[config.mk]
export PLATFORM = sky130hd
export DESIGN_NAME = cpu_clock_select_control
export DESIGN_NICKNAME = d
export VERILOG_FILES = /design/src/design/cpu_clock_select_control.v
export VERILOG_INCLUDE_DIRS = /design/src /design/src/design
export SDC_FILE = /design/constraint.sdc
export NUM_CORES = 1
export LEC_CHECK = 0
export BUFFER_PORTS_ARGS = -buffer_cell sky130_fd_sc_hd__buf_2
export CELL_PAD_IN_SITES_DETAIL_PLACEMENT = 0
export CELL_PAD_IN_SITES_GLOBAL_PLACEMENT = 1
export CORE_MARGIN = 8
export CORE_UTILIZATION = 37
export DETAILED_ROUTE_END_ITERATION = 10
export GPL_ROUTABILITY_DRIVEN = 0
export PLACE_DENSITY = 0.8
export SETUP_SLACK_MARGIN = 0.5
export SLEW_MARGIN = 20
export SYNTH_ARGS = -nofsm -noshare
export SYNTH_HDL_FRONTEND = slang
export SYNTH_SLANG_ARGS = --single-unit
[constraint.sdc]
create_clock -name i_ref_clk -period 1.9 [get_ports i_ref_clk]
set_input_delay 0.095 -clock i_ref_clk [delete_from_list [all_inputs] [get_ports i_ref_clk]]
set_output_delay 0.095 -clock i_ref_clk [all_outputs]
set_load 0.005 [all_outputs]
[src/design/cpu_clock_select_defs.vh]
// Constants for the CPU clock select control block
// Included by cpu_clock_select_control.v only
`ifndef CPU_CLOCK_SELECT_DEFS_VH
`define CPU_CLOCK_SELECT_DEFS_VH

// Register addresses
`define PROC_CLK_CTRL_ADDR   16'hfffb
`define OSC_MODE_ADDR        16'hfff9

// Reset values
`define PROC_CLK_CTRL_RESET  8'h04
`define OSC_MODE_RESET       8'h00

// Processor clock control field positions
`define PCC_HALT_BIT         3'h7
`define PCC_FBOFF_BIT        3'h6
`define PCC_STATUS_BIT       3'h5
`define PCC_SRC_BIT          3'h4
`define PCC_RSVD_BIT         3'h3
`define PCC_DIV_MSB          2
`define PCC_DIV_LSB          0

// Writable bit mask (status and reserved bits excluded)
`define PCC_WRITE_MASK       8'hd7

// Oscillation mode field position and mask
`define OSM_BYPASS_BIT       3'h0
`define OSM_WRITE_MASK       8'h01

// Division codes
`define DIV_CODE_MAX         3'h4
`define DIV_STAGES           4

`endif

[src/design/cpu_clock_select_control.v]
// CPU clock source and divider control with its control registers
// Assumes oscillator clocks arrive as slow pins, sampled on i_ref_clk,
// and that register accesses come from the CPU on i_ref_clk
//
// Operation
// - Main oscillator halts by stop instruction or bit
// - Subsystem oscillator always runs, never stopped
// - Control register holds source, divider, halt, resistor
// - Register accepts single-bit and whole-byte writes
// - Control register resets to 04H
// - Divider codes select fxx/1..16 or fxt/2
// - Status bit 5 read-only, shows running source
// - Bit 6 disconnects subsystem feedback resistor
// - Halt bit 7 stops main oscillator
// - Bypass bit selects fx or fx/2 as fxx
// - Reset: slowest rate, main oscillator stopped
`include "cpu_clock_select_defs.vh"
`timescale 1ns/1ps
`default_nettype none

module cpu_clock_select_control
(
    // Clock and reset
    input  wire        i_ref_clk,
    input  wire        i_srst,
    // Memory manipulation access
    input  wire [15:0] i_mem_addr,
    input  wire        i_mem_byte_wr,
    input  wire        i_mem_bit_wr,
    input  wire [2:0]  i_mem_bit_pos,
    input  wire        i_mem_bit_val,
    input  wire [7:0]  i_mem_wdata,
    output reg  [7:0]  o_mem_rdata,
    // Processor stop instruction
    input  wire        i_stop_mode,
    // Oscillator pins
    input  wire        i_main_oscillator_clock,
    input  wire        i_sub_oscillator_clock,
    // Oscillator controls
    output reg         o_main_osc_halt,
    output reg         o_feedback_resistor_off,
    // Clocks to core and peripherals
    output reg         o_main_sys_clk,
    output reg         o_cpu_clk,
    output reg         o_cpu_clk_rise
);

    reg  [7:0] processor_clock_ctrl;
    reg  [7:0] oscillation_mode_reg;
    reg  [1:0] main_sync;
    reg  [1:0] sub_sync;
    reg        main_prev;
    reg        sub_prev;
    reg        main_half;
    reg        sub_half;
    reg        fxx_prev;
    reg        fxx_byp;
    reg        new_prev;
    reg  [3:0] div_cnt;
    reg        cur_src;
    reg  [2:0] cur_div;
    reg        sw_state;
    reg        cpu_prev;
    reg  [7:0] next_ctrl;
    reg        next_cpu;
    reg        sel_level;
    reg        new_level;
    reg  [2:0] req_div;
    wire       main_rise;
    wire       sub_rise;
    wire       fxx_level;
    wire       fxx_rise;
    wire       pcc_hit;
    wire       osm_hit;
    wire       cpu_src_status;
    wire [`DIV_STAGES:0] tap;

    localparam SW_RUN  = 1'b0;
    localparam SW_HOLD = 1'b1;

    assign pcc_hit = (i_mem_addr == `PROC_CLK_CTRL_ADDR);
    assign osm_hit = (i_mem_addr == `OSC_MODE_ADDR);

    // Pin synchronisers
    always @(posedge i_ref_clk)
    begin
        if (i_srst)
        begin
            main_sync <= 2'h0;
            sub_sync  <= 2'h0;
        end
        else
        begin
            main_sync <= {main_sync[0], i_main_oscillator_clock};
            sub_sync  <= {sub_sync[0], i_sub_oscillator_clock};
        end
    end

    assign main_rise = main_sync[1] & ~main_prev;
    assign sub_rise  = sub_sync[1] & ~sub_prev;

    // Next control value for byte or bit write
    always @*
    begin
        next_ctrl = processor_clock_ctrl;
        if (i_mem_byte_wr)
            next_ctrl = i_mem_wdata;
        else if (i_mem_bit_wr)
            next_ctrl[i_mem_bit_pos] = i_mem_bit_val;
        next_ctrl = (next_ctrl & `PCC_WRITE_MASK) | (processor_clock_ctrl & ~`PCC_WRITE_MASK);
    end

    // Register writes
    always @(posedge i_ref_clk)
    begin
        if (i_srst)
        begin
            processor_clock_ctrl <= `PROC_CLK_CTRL_RESET;
            oscillation_mode_reg <= `OSC_MODE_RESET;
        end
        else
        begin
            if (pcc_hit && (i_mem_byte_wr || i_mem_bit_wr))
                processor_clock_ctrl <= next_ctrl;
            if (osm_hit && i_mem_byte_wr)
                oscillation_mode_reg <= i_mem_wdata & `OSM_WRITE_MASK;
        end
    end

    assign cpu_src_status = cur_src;

    // Register read
    always @*
    begin
        o_mem_rdata = 8'h00;
        if (pcc_hit)
        begin
            o_mem_rdata = processor_clock_ctrl;
            o_mem_rdata[`PCC_STATUS_BIT] = cpu_src_status;
            o_mem_rdata[`PCC_RSVD_BIT] = 1'b0;
        end
        else if (osm_hit)
            o_mem_rdata = oscillation_mode_reg;
    end

    // Oscillator controls
    always @(posedge i_ref_clk)
    begin
        if (i_srst)
        begin
            o_main_osc_halt         <= 1'b1;
            o_feedback_resistor_off <= 1'b0;
        end
        else
        begin
            o_main_osc_halt         <= i_stop_mode | processor_clock_ctrl[`PCC_HALT_BIT];
            o_feedback_resistor_off <= processor_clock_ctrl[`PCC_FBOFF_BIT];
        end
    end

    // Main system clock and subsystem half-rate clock
    always @(posedge i_ref_clk)
    begin
        if (i_srst)
        begin
            main_prev <= 1'b0;
            sub_prev  <= 1'b0;
            main_half <= 1'b0;
            sub_half  <= 1'b0;
            fxx_prev  <= 1'b0;
            fxx_byp   <= 1'b0;
        end
        else
        begin
            main_prev <= main_sync[1];
            sub_prev  <= sub_sync[1];
            fxx_prev  <= fxx_level;
            if (main_rise)
                main_half <= ~main_half;
            if (sub_rise)
                sub_half <= ~sub_half;
            // Swap fx and fx/2 only while both are low
            if (!main_sync[1] && !main_half)
                fxx_byp <= oscillation_mode_reg[`OSM_BYPASS_BIT];
        end
    end

    assign fxx_level = fxx_byp ? main_sync[1] : main_half;
    assign fxx_rise  = fxx_level & ~fxx_prev;

    always @(posedge i_ref_clk)
    begin
        if (i_srst)
            o_main_sys_clk <= 1'b0;
        else
            o_main_sys_clk <= fxx_level;
    end

    // Binary divider of fxx
    always @(posedge i_ref_clk)
    begin
        if (i_srst)
            div_cnt <= 4'h0;
        else if (fxx_rise)
            div_cnt <= div_cnt + 4'h1;
    end

    // Divider taps: fxx, fxx/2 .. fxx/16
    assign tap[0] = fxx_level;
    genvar g;
    generate
        for (g = 1; g <= `DIV_STAGES; g = g + 1)
        begin : g_tap
            assign tap[g] = div_cnt[g-1];
        end
    endgenerate

    // Requested setting, prohibited codes clamp to slowest
    always @*
    begin
        req_div = processor_clock_ctrl[`PCC_DIV_MSB:`PCC_DIV_LSB];
        if (req_div > `DIV_CODE_MAX)
            req_div = `DIV_CODE_MAX;
        sel_level = cur_src ? sub_half : tap[cur_div];
        new_level = processor_clock_ctrl[`PCC_SRC_BIT] ? sub_half : tap[req_div];
    end

    // Glitch-free switch sequencer
    always @(posedge i_ref_clk)
    begin
        if (i_srst)
        begin
            cur_src  <= 1'b0;
            cur_div  <= `DIV_CODE_MAX;
            sw_state <= SW_RUN;
            cpu_prev <= 1'b0;
            new_prev <= 1'b0;
        end
        else
        begin
            cpu_prev <= sel_level;
            new_prev <= new_level;
            case (sw_state)
                SW_RUN:
                begin
                    if ((processor_clock_ctrl[`PCC_SRC_BIT] != cur_src || req_div != cur_div)
                        && cpu_prev && !sel_level)
                        sw_state <= SW_HOLD;
                end
                SW_HOLD:
                begin
                    // Take the new source at its fall, so its low half is whole
                    if (new_prev && !new_level)
                    begin
                        cur_src  <= processor_clock_ctrl[`PCC_SRC_BIT];
                        cur_div  <= req_div;
                        sw_state <= SW_RUN;
                    end
                end
                default:
                    sw_state <= SW_RUN;
            endcase
        end
    end

    // CPU clock output held low during a switch
    always @*
    begin
        next_cpu = (sw_state == SW_HOLD) ? 1'b0 : sel_level;
    end

    always @(posedge i_ref_clk)
    begin
        if (i_srst)
        begin
            o_cpu_clk      <= 1'b0;
            o_cpu_clk_rise <= 1'b0;
        end
        else
        begin
            o_cpu_clk      <= next_cpu;
            o_cpu_clk_rise <= next_cpu & ~o_cpu_clk;
        end
    end

endmodule

`default_nettype wire

==> metrics, run 1 <==
status finished, final reports clean; Post-Synthesis Mean Instance Area 8.993 um^2; CP Cell Sequence mux2_4 > a21o_1 > a222oi_1 > and3_4 > mux2i_1; worst setup path endpoint cur_div[0]$_SDFFE_PP0P_; Pins Over Slew Limit 0; number of global-route vias before repair 1,433; maxcap violations 0; Vias 1,414; Yosys reg bits 32; Final Net Count 259; Post-synth EDFFs 0; achievable frequency 592.1 MHz; Pleak 0.8155 nW; largest stage delay on the critical path 0.36 ns; WP buf/inv 0; synthesized area 1583 um^2; Min Clock Period, post-route 1.689 ns; Root Buffer clkbuf_8; DR DRC count 0; CTS clk-pin slew, worst paths 0.07 ns; Avg Vias per Cell 5.161; Arrival @ worst endpoint 1.90 ns; Crit Path Class register to register; die span in y 81.41 um; crit start category register; IO Port Bufs 44; CTS tree yes; Critical Path Stages 5; Tightest Pin Transition 0.6044 ns; Final Hold Vio Count 0; VDD IR max 0.0002757 V; Synth Flop Type dfxtp_1; P per Cell Area 677.1 nW/um^2; die span in x 81.41 um; Initial Util 39.01%; part of the cycle the worst path needs 88.89%; CTS Sinks 32; Syn Nets 212; Die ar. 6627 um^2; Clock Skew 0.005173 ns; Async SR Flop Fraction 0%; Synth cell types 46; endpoints failing setup 0; 1st-pass router iterations 4; CP max-delay cell a222oi_1; filler instances 411; fin util 48.69%; Reg2Reg Setup Slack 0.21 ns; crit end category register; Post-DP HPWL 2733 um; layout cells sized above 1 33.48%; WL/cell 13.96 um; row cnt 23; # diodes 0; Crit path max-delay family compound AO/OA/AOI/OAI gates; initial DRC count 47; Reg2Reg Capture Point cur_div[0]$_SDFFE_PP0P_; yosys warns 0; Worst Path Max Fanout 4; cells on worst reg2reg path 5; Final ANT Viol Nets 0; total CTS buffers 5; Max clock buf depth 2; Slew headroom 59.70%; Ports 48; gr ovfl total 0; H-tree depth 2; largest net degree at the start of global routing 38; Final TNS setup 0 ns; RSZ-0062 raised after global routing yes; Crit path required time 2.11 ns; first-pass GRT wire length 6617 um; GRT Total Usage 12.73%; Gate Count Post-Synth 176; clock latency on the worst-skew pair 0.28 ns; initial antenna violation count 0; Layout area overhead 24.82%; Routed WL 3825 um; min-delay worst type input pin to register; post-synthesis sequential area ratio 40.47%; core area 4058 um^2
## metal layers
| metal | routed length (um) | track usage, % | vias to the layer above | share of wire [%] |
|---|---|---|---|---|
| met4 | 61 | 4.821 | 0 | 1.6 |
| met3 | 194 | 4.967 | 5 | 5.1 |
| met2 | 1829 | 20.53 | 28 | 48 |
| met1 | 1740 | 14.88 | 652 | 45 |
| li1 | - | - | 729 | - |
| met5 | 0 | 0 | - | 0 |
## cell families after synthesis
logic type      after synthesis  share of synthesized area (%)
flops                        32                          40.47
other cells                   1                         0.2369
xor+xnor                      7                          3.874
compound gates               36                          15.18
simple gates                 77                          27.67
fa+ha+maj                     1                         0.7904
buf+inv                      11                          4.347
mux                          11                          7.431
## power by group
part / switching, mW / total, mW / internal (mW)
registers: 0.00898 / 0.688 / 0.679
clock network: 0.247 / 0.536 / 0.289
logic: 0.0579 / 0.114 / 0.0556
total: 0.314 / 1.34 / 1.02
## cell usage in the layout (no fill, tap or decap), drive strengths merged, types with 2 or more instances in the layout
master,n
a211oi,2
a21o,2
a21oi,14
a311oi,5
a31o,2
and3,7
buf,48
clkbuf,6
clkinv,2
dfxtp,32
inv,2
mux2,3
mux2i,8
nand2,8
nand2b,6
nand3,3
nand4,2
nor2,17
nor2b,14
nor3,5
nor4,4
o21ai,4
o21bai,2
or2b,3
xnor2,6
## layout make-up
type / count / area (um^2) / area share (%)
Sequential cell: 32 / 655.6 / 33.19
Inverter: 2 / 7.507 / 0.3800
Clock buffer: 6 / 82.58 / 4.180
Clock inverter: 2 / 10.01 / 0.5067
Tap cell: 50 / 62.56 / 3.167
Timing Repair Buffer: 49 / 260.3 / 13.17
Multi-Input combinational cell: 133 / 897.1 / 45.41
## cell usage after synthesis, types with 2 or more instances
cell,n,share of area [%]
nand3_1,3,0.95
a31o_2,2,1.1
a211oi_1,2,0.95
mux2i_1,8,5.1
and3_1,7,2.8
buf_4,2,0.95
nor4_1,3,1.2
nor3_1,5,1.6
mux2_2,2,1.4
xnor2_1,6,3.3
a21o_1,2,0.95
o21bai_1,2,0.95
inv_1,2,0.47
or2b_1,3,1.4
o21ai_0,4,1.3
buf_6,2,1.4
nor2b_1,14,5.5
nor2_1,17,4.0
clkbuf_1,3,0.71
a311oi_1,5,2.8
a21oi_1,14,4.4
nand2_1,8,1.9
dfxtp_1,32,40
nand4_1,2,0.79
nand2b_1,5,2.0
## worst reg2reg max path, delay by kind of cell, from the launching register on
kind | cells | cell delay, ns
AO/OA/AOI/OAI | 2 | 0.51
flip-flops | 1 | 0.35
multiplexers | 2 | 0.46
AND/OR/NAND/NOR | 1 | 0.30
## timing repair
item                                    CTS  global route
endpoints found under the setup margin   10            10
hold buffers                              1             0
gates resized for setup                   4            11
setup buffers                             1             0
pin swaps                                 3             5
endpoints found under the hold margin     1             0
## metrics by stage
stage	setup WS (ns)	hold slack [ns]	instances	power, mW	area (um^2)
3_5_place_dp	0.09263	0.2870	264	0.8149	1831
2_1_floorplan	0.1798	0.1973	176	0.7659	1587
5_1_grt	0.1085	0.03152	274	1.403	1976
3_3_place_gp	0.09851	0.2848	264	0.8140	1831
4_1_cts	0.2232	0.01191	274	1.353	1952
6_report	0.2110	0.01862	274	1.338	1976
## worst min path at each step
stage                       startpoint                          to  slack [ns]  depth (start not counted)
4_1_cts         i_sub_oscillator_clock      sub_sync[0]$_SDFF_PP0_        0.01                          2
2_1_floorplan              i_stop_mode  o_main_osc_halt$_SDFF_PP1_        0.20                          1
6_report        i_sub_oscillator_clock      sub_sync[0]$_SDFF_PP0_        0.02                          2
3_5_place_dp               i_stop_mode  o_main_osc_halt$_SDFF_PP1_        0.29                          2
5_1_grt        i_main_oscillator_clock     main_sync[0]$_SDFF_PP0_        0.03                          2
3_3_place_gp               i_stop_mode  o_main_osc_halt$_SDFF_PP1_        0.28                          2
Note: power is estimated with default switching activity, not from simulation.
==> run 2: changes to the inputs <==
--- a/config.mk
+++ b/config.mk
@@ -10,10 +10,10 @@
 export CELL_PAD_IN_SITES_DETAIL_PLACEMENT = 0
 export CELL_PAD_IN_SITES_GLOBAL_PLACEMENT = 1
 export CORE_MARGIN = 8
-export CORE_UTILIZATION = 37
+export CORE_UTILIZATION = 40
 export DETAILED_ROUTE_END_ITERATION = 10
 export GPL_ROUTABILITY_DRIVEN = 0
-export PLACE_DENSITY = 0.8
+export PLACE_DENSITY = 0.86
 export SETUP_SLACK_MARGIN = 0.5
 export SLEW_MARGIN = 20
 export SYNTH_ARGS = -nofsm -noshare
==> constraint.sdc (replaced) <==
create_clock -name i_ref_clk -period 2 [get_ports i_ref_clk]
set_input_delay 0.1 -clock i_ref_clk [delete_from_list [all_inputs] [get_ports i_ref_clk]]
set_output_delay 0.1 -clock i_ref_clk [all_outputs]
set_load 0.005 [all_outputs]
==> run 2 against run 1 <==
Critical path type unchanged. Count of clock-buffer cells in the layout down 1. Via count shrank 1.7%. Sequential share of layout area is 0.46 points lower. Worst setup slack gained 0.053 ns. Clock skew down 0.00067 ns.
==> metrics, run 2 (synthesis results as in run 1) <==
crit end category register; Vias 1,390; most common cell after layout, fill and taps aside buf_2; Final Net Count 259; number of global-route vias before repair 1,443; maxcap violations 0; Pleak 0.8162 nW; filler instances 409; crit start category register; Worst Hold Slack 0.02546 ns; initial antenna violation count 0; Crit path required time 2.21 ns; first-pass GRT wire length 6078 um; Final ANT Viol Nets 0; H-tree depth 2; clock latency on the worst-skew pair 0.28 ns; gr ovfl total 0; Cell Int Power 1.068 mW; Multi-input gate area 888.4 um^2; Clock power frac 44.4%; Post-DP HPWL 2606 um; Comb pwr share 7.8%; # diodes 0; Routed WL 3579 um; row cnt 23; Worst Path Max Fanout 4; Arrival @ worst endpoint 1.95 ns; WL/cell 13.06 um; sequential share of power 47.8%; Tightest Pin Transition 0.6108 ns; Layout area overhead 24.90%; largest net degree at the start of global routing 38; RSZ-0062 raised after global routing yes; Sw Ratio 22.14%; die span in y 78.91 um; Slew headroom 59.28%; fin util 50.51%; Final Hold Vio Count 0; layout cells sized above 1 31.70%; Ports 48; DR DRC count 0; die span in x 78.91 um; Clock Skew 0.004504 ns; Psw 0.3037 mW; Initial Util 40.44%; VDD IR max 0.0004453 V; IO Port Bufs 44; P per Cell Area 693.9 nW/um^2; total CTS buffers 5; CTS tree yes; most frequent cells in the layout 44 x buf_2, 29 x dfxtp_1, 16 x nor2_1, 14 x nor2b_1, 13 x a21oi_1; core area 3914 um^2; part of the cycle the worst path needs 86.78%; Die ar. 6226 um^2; Avg Vias per Cell 5.073; Register Area 646.9 um^2; status finished, final reports clean; 1st-pass router iterations 4; GRT Total Usage 11.91%; initial DRC count 93; CTS Sinks 32; Min Clock Period, post-route 1.736 ns; Pins Over Slew Limit 0; min-delay worst type input pin to register; Final TNS setup 0 ns; CTS clk-pin slew, worst paths 0.07 ns; Root Buffer clkbuf_8; endpoints failing setup 0; achievable frequency 576.1 MHz; Max clock buf depth 2; Crit Path Class register to register
==> run 2: critical path: stages, from the launching register on <==
cell	delay, ns
dfxtp_4	0.35
mux2_4	0.29
a21o_1	0.15
a222oi_1	0.39
and3_4	0.30
mux2i_1	0.19
==> run 2: area by class of cell <==
class | instances | share of cell area [%]
multi-input cells | 133 | 44.94
repair buffers | 49 | 13.16
clock inverters | 3 | 2.152
clock buffers | 5 | 3.481
flip-flops and latches | 32 | 32.72
inverters | 2 | 0.3797
well taps | 50 | 3.165
==> run 2: power by group through the flow <==
| stage | clock network, mW | logic, mW | registers [mW] |
|---|---|---|---|
| after global routing | 0.656 | 0.119 | 0.657 |
| after floorplan | 0 | 0.0604 | 0.667 |
| after detailed placement | 0 | 0.105 | 0.669 |
| after CTS | 0.628 | 0.107 | 0.655 |
| final | 0.610 | 0.107 | 0.655 |
| after global placement | 0 | 0.104 | 0.669 |
==> run 2: per-stage QoR <==
step	total power, mW	worst slack [ns]	cells	instance area [um^2]
after floorplan	0.7276	0.2798	176	1587
after global placement	0.7726	0.1658	264	1831
after detailed placement	0.7740	0.1314	264	1831
after CTS	1.390	0.2675	274	1973
after global routing	1.432	0.1438	274	1977
final	1.372	0.2643	274	1977
==> run 2: what timing repair did <==
item                                   4_1_cts  5_1_grt
pin swaps                                    4        0
cloned                                       0        0
endpoints found under the hold margin        1        0
resized for setup                            6        1
setup endpoints to repair                    9       10
setup buffers                                1        0
hold buffers                                 1        0
==> run 2: routing by layer <==
| layer | vias to the layer above | global-route usage [%] | wire length, um |
|---|---|---|---|
| met1 | 632 | 13.04 | 1674 |
| met3 | 6 | 3.725 | 176 |
| met2 | 26 | 20.05 | 1668 |
| met5 | - | 0 | 0 |
| li1 | 726 | - | - |
| met4 | 0 | 6.667 | 60 |
==> run 2: final timing paths <==
check | cells after the start | slack [ns] | from | endpoint
min reg2reg | 1 | 0.41 | o_cpu_clk$_SDFF_PP0_ | o_cpu_clk_rise$_SDFF_PP0_
max | 5 | 0.26 | register | cur_div[0]$_SDFFE_PP0P_
max reg2reg | 5 | 0.26 | register | cur_div[0]$_SDFFE_PP0P_
min | 2 | 0.03 | i_main_oscillator_clock | main_sync[0]$_SDFF_PP0_
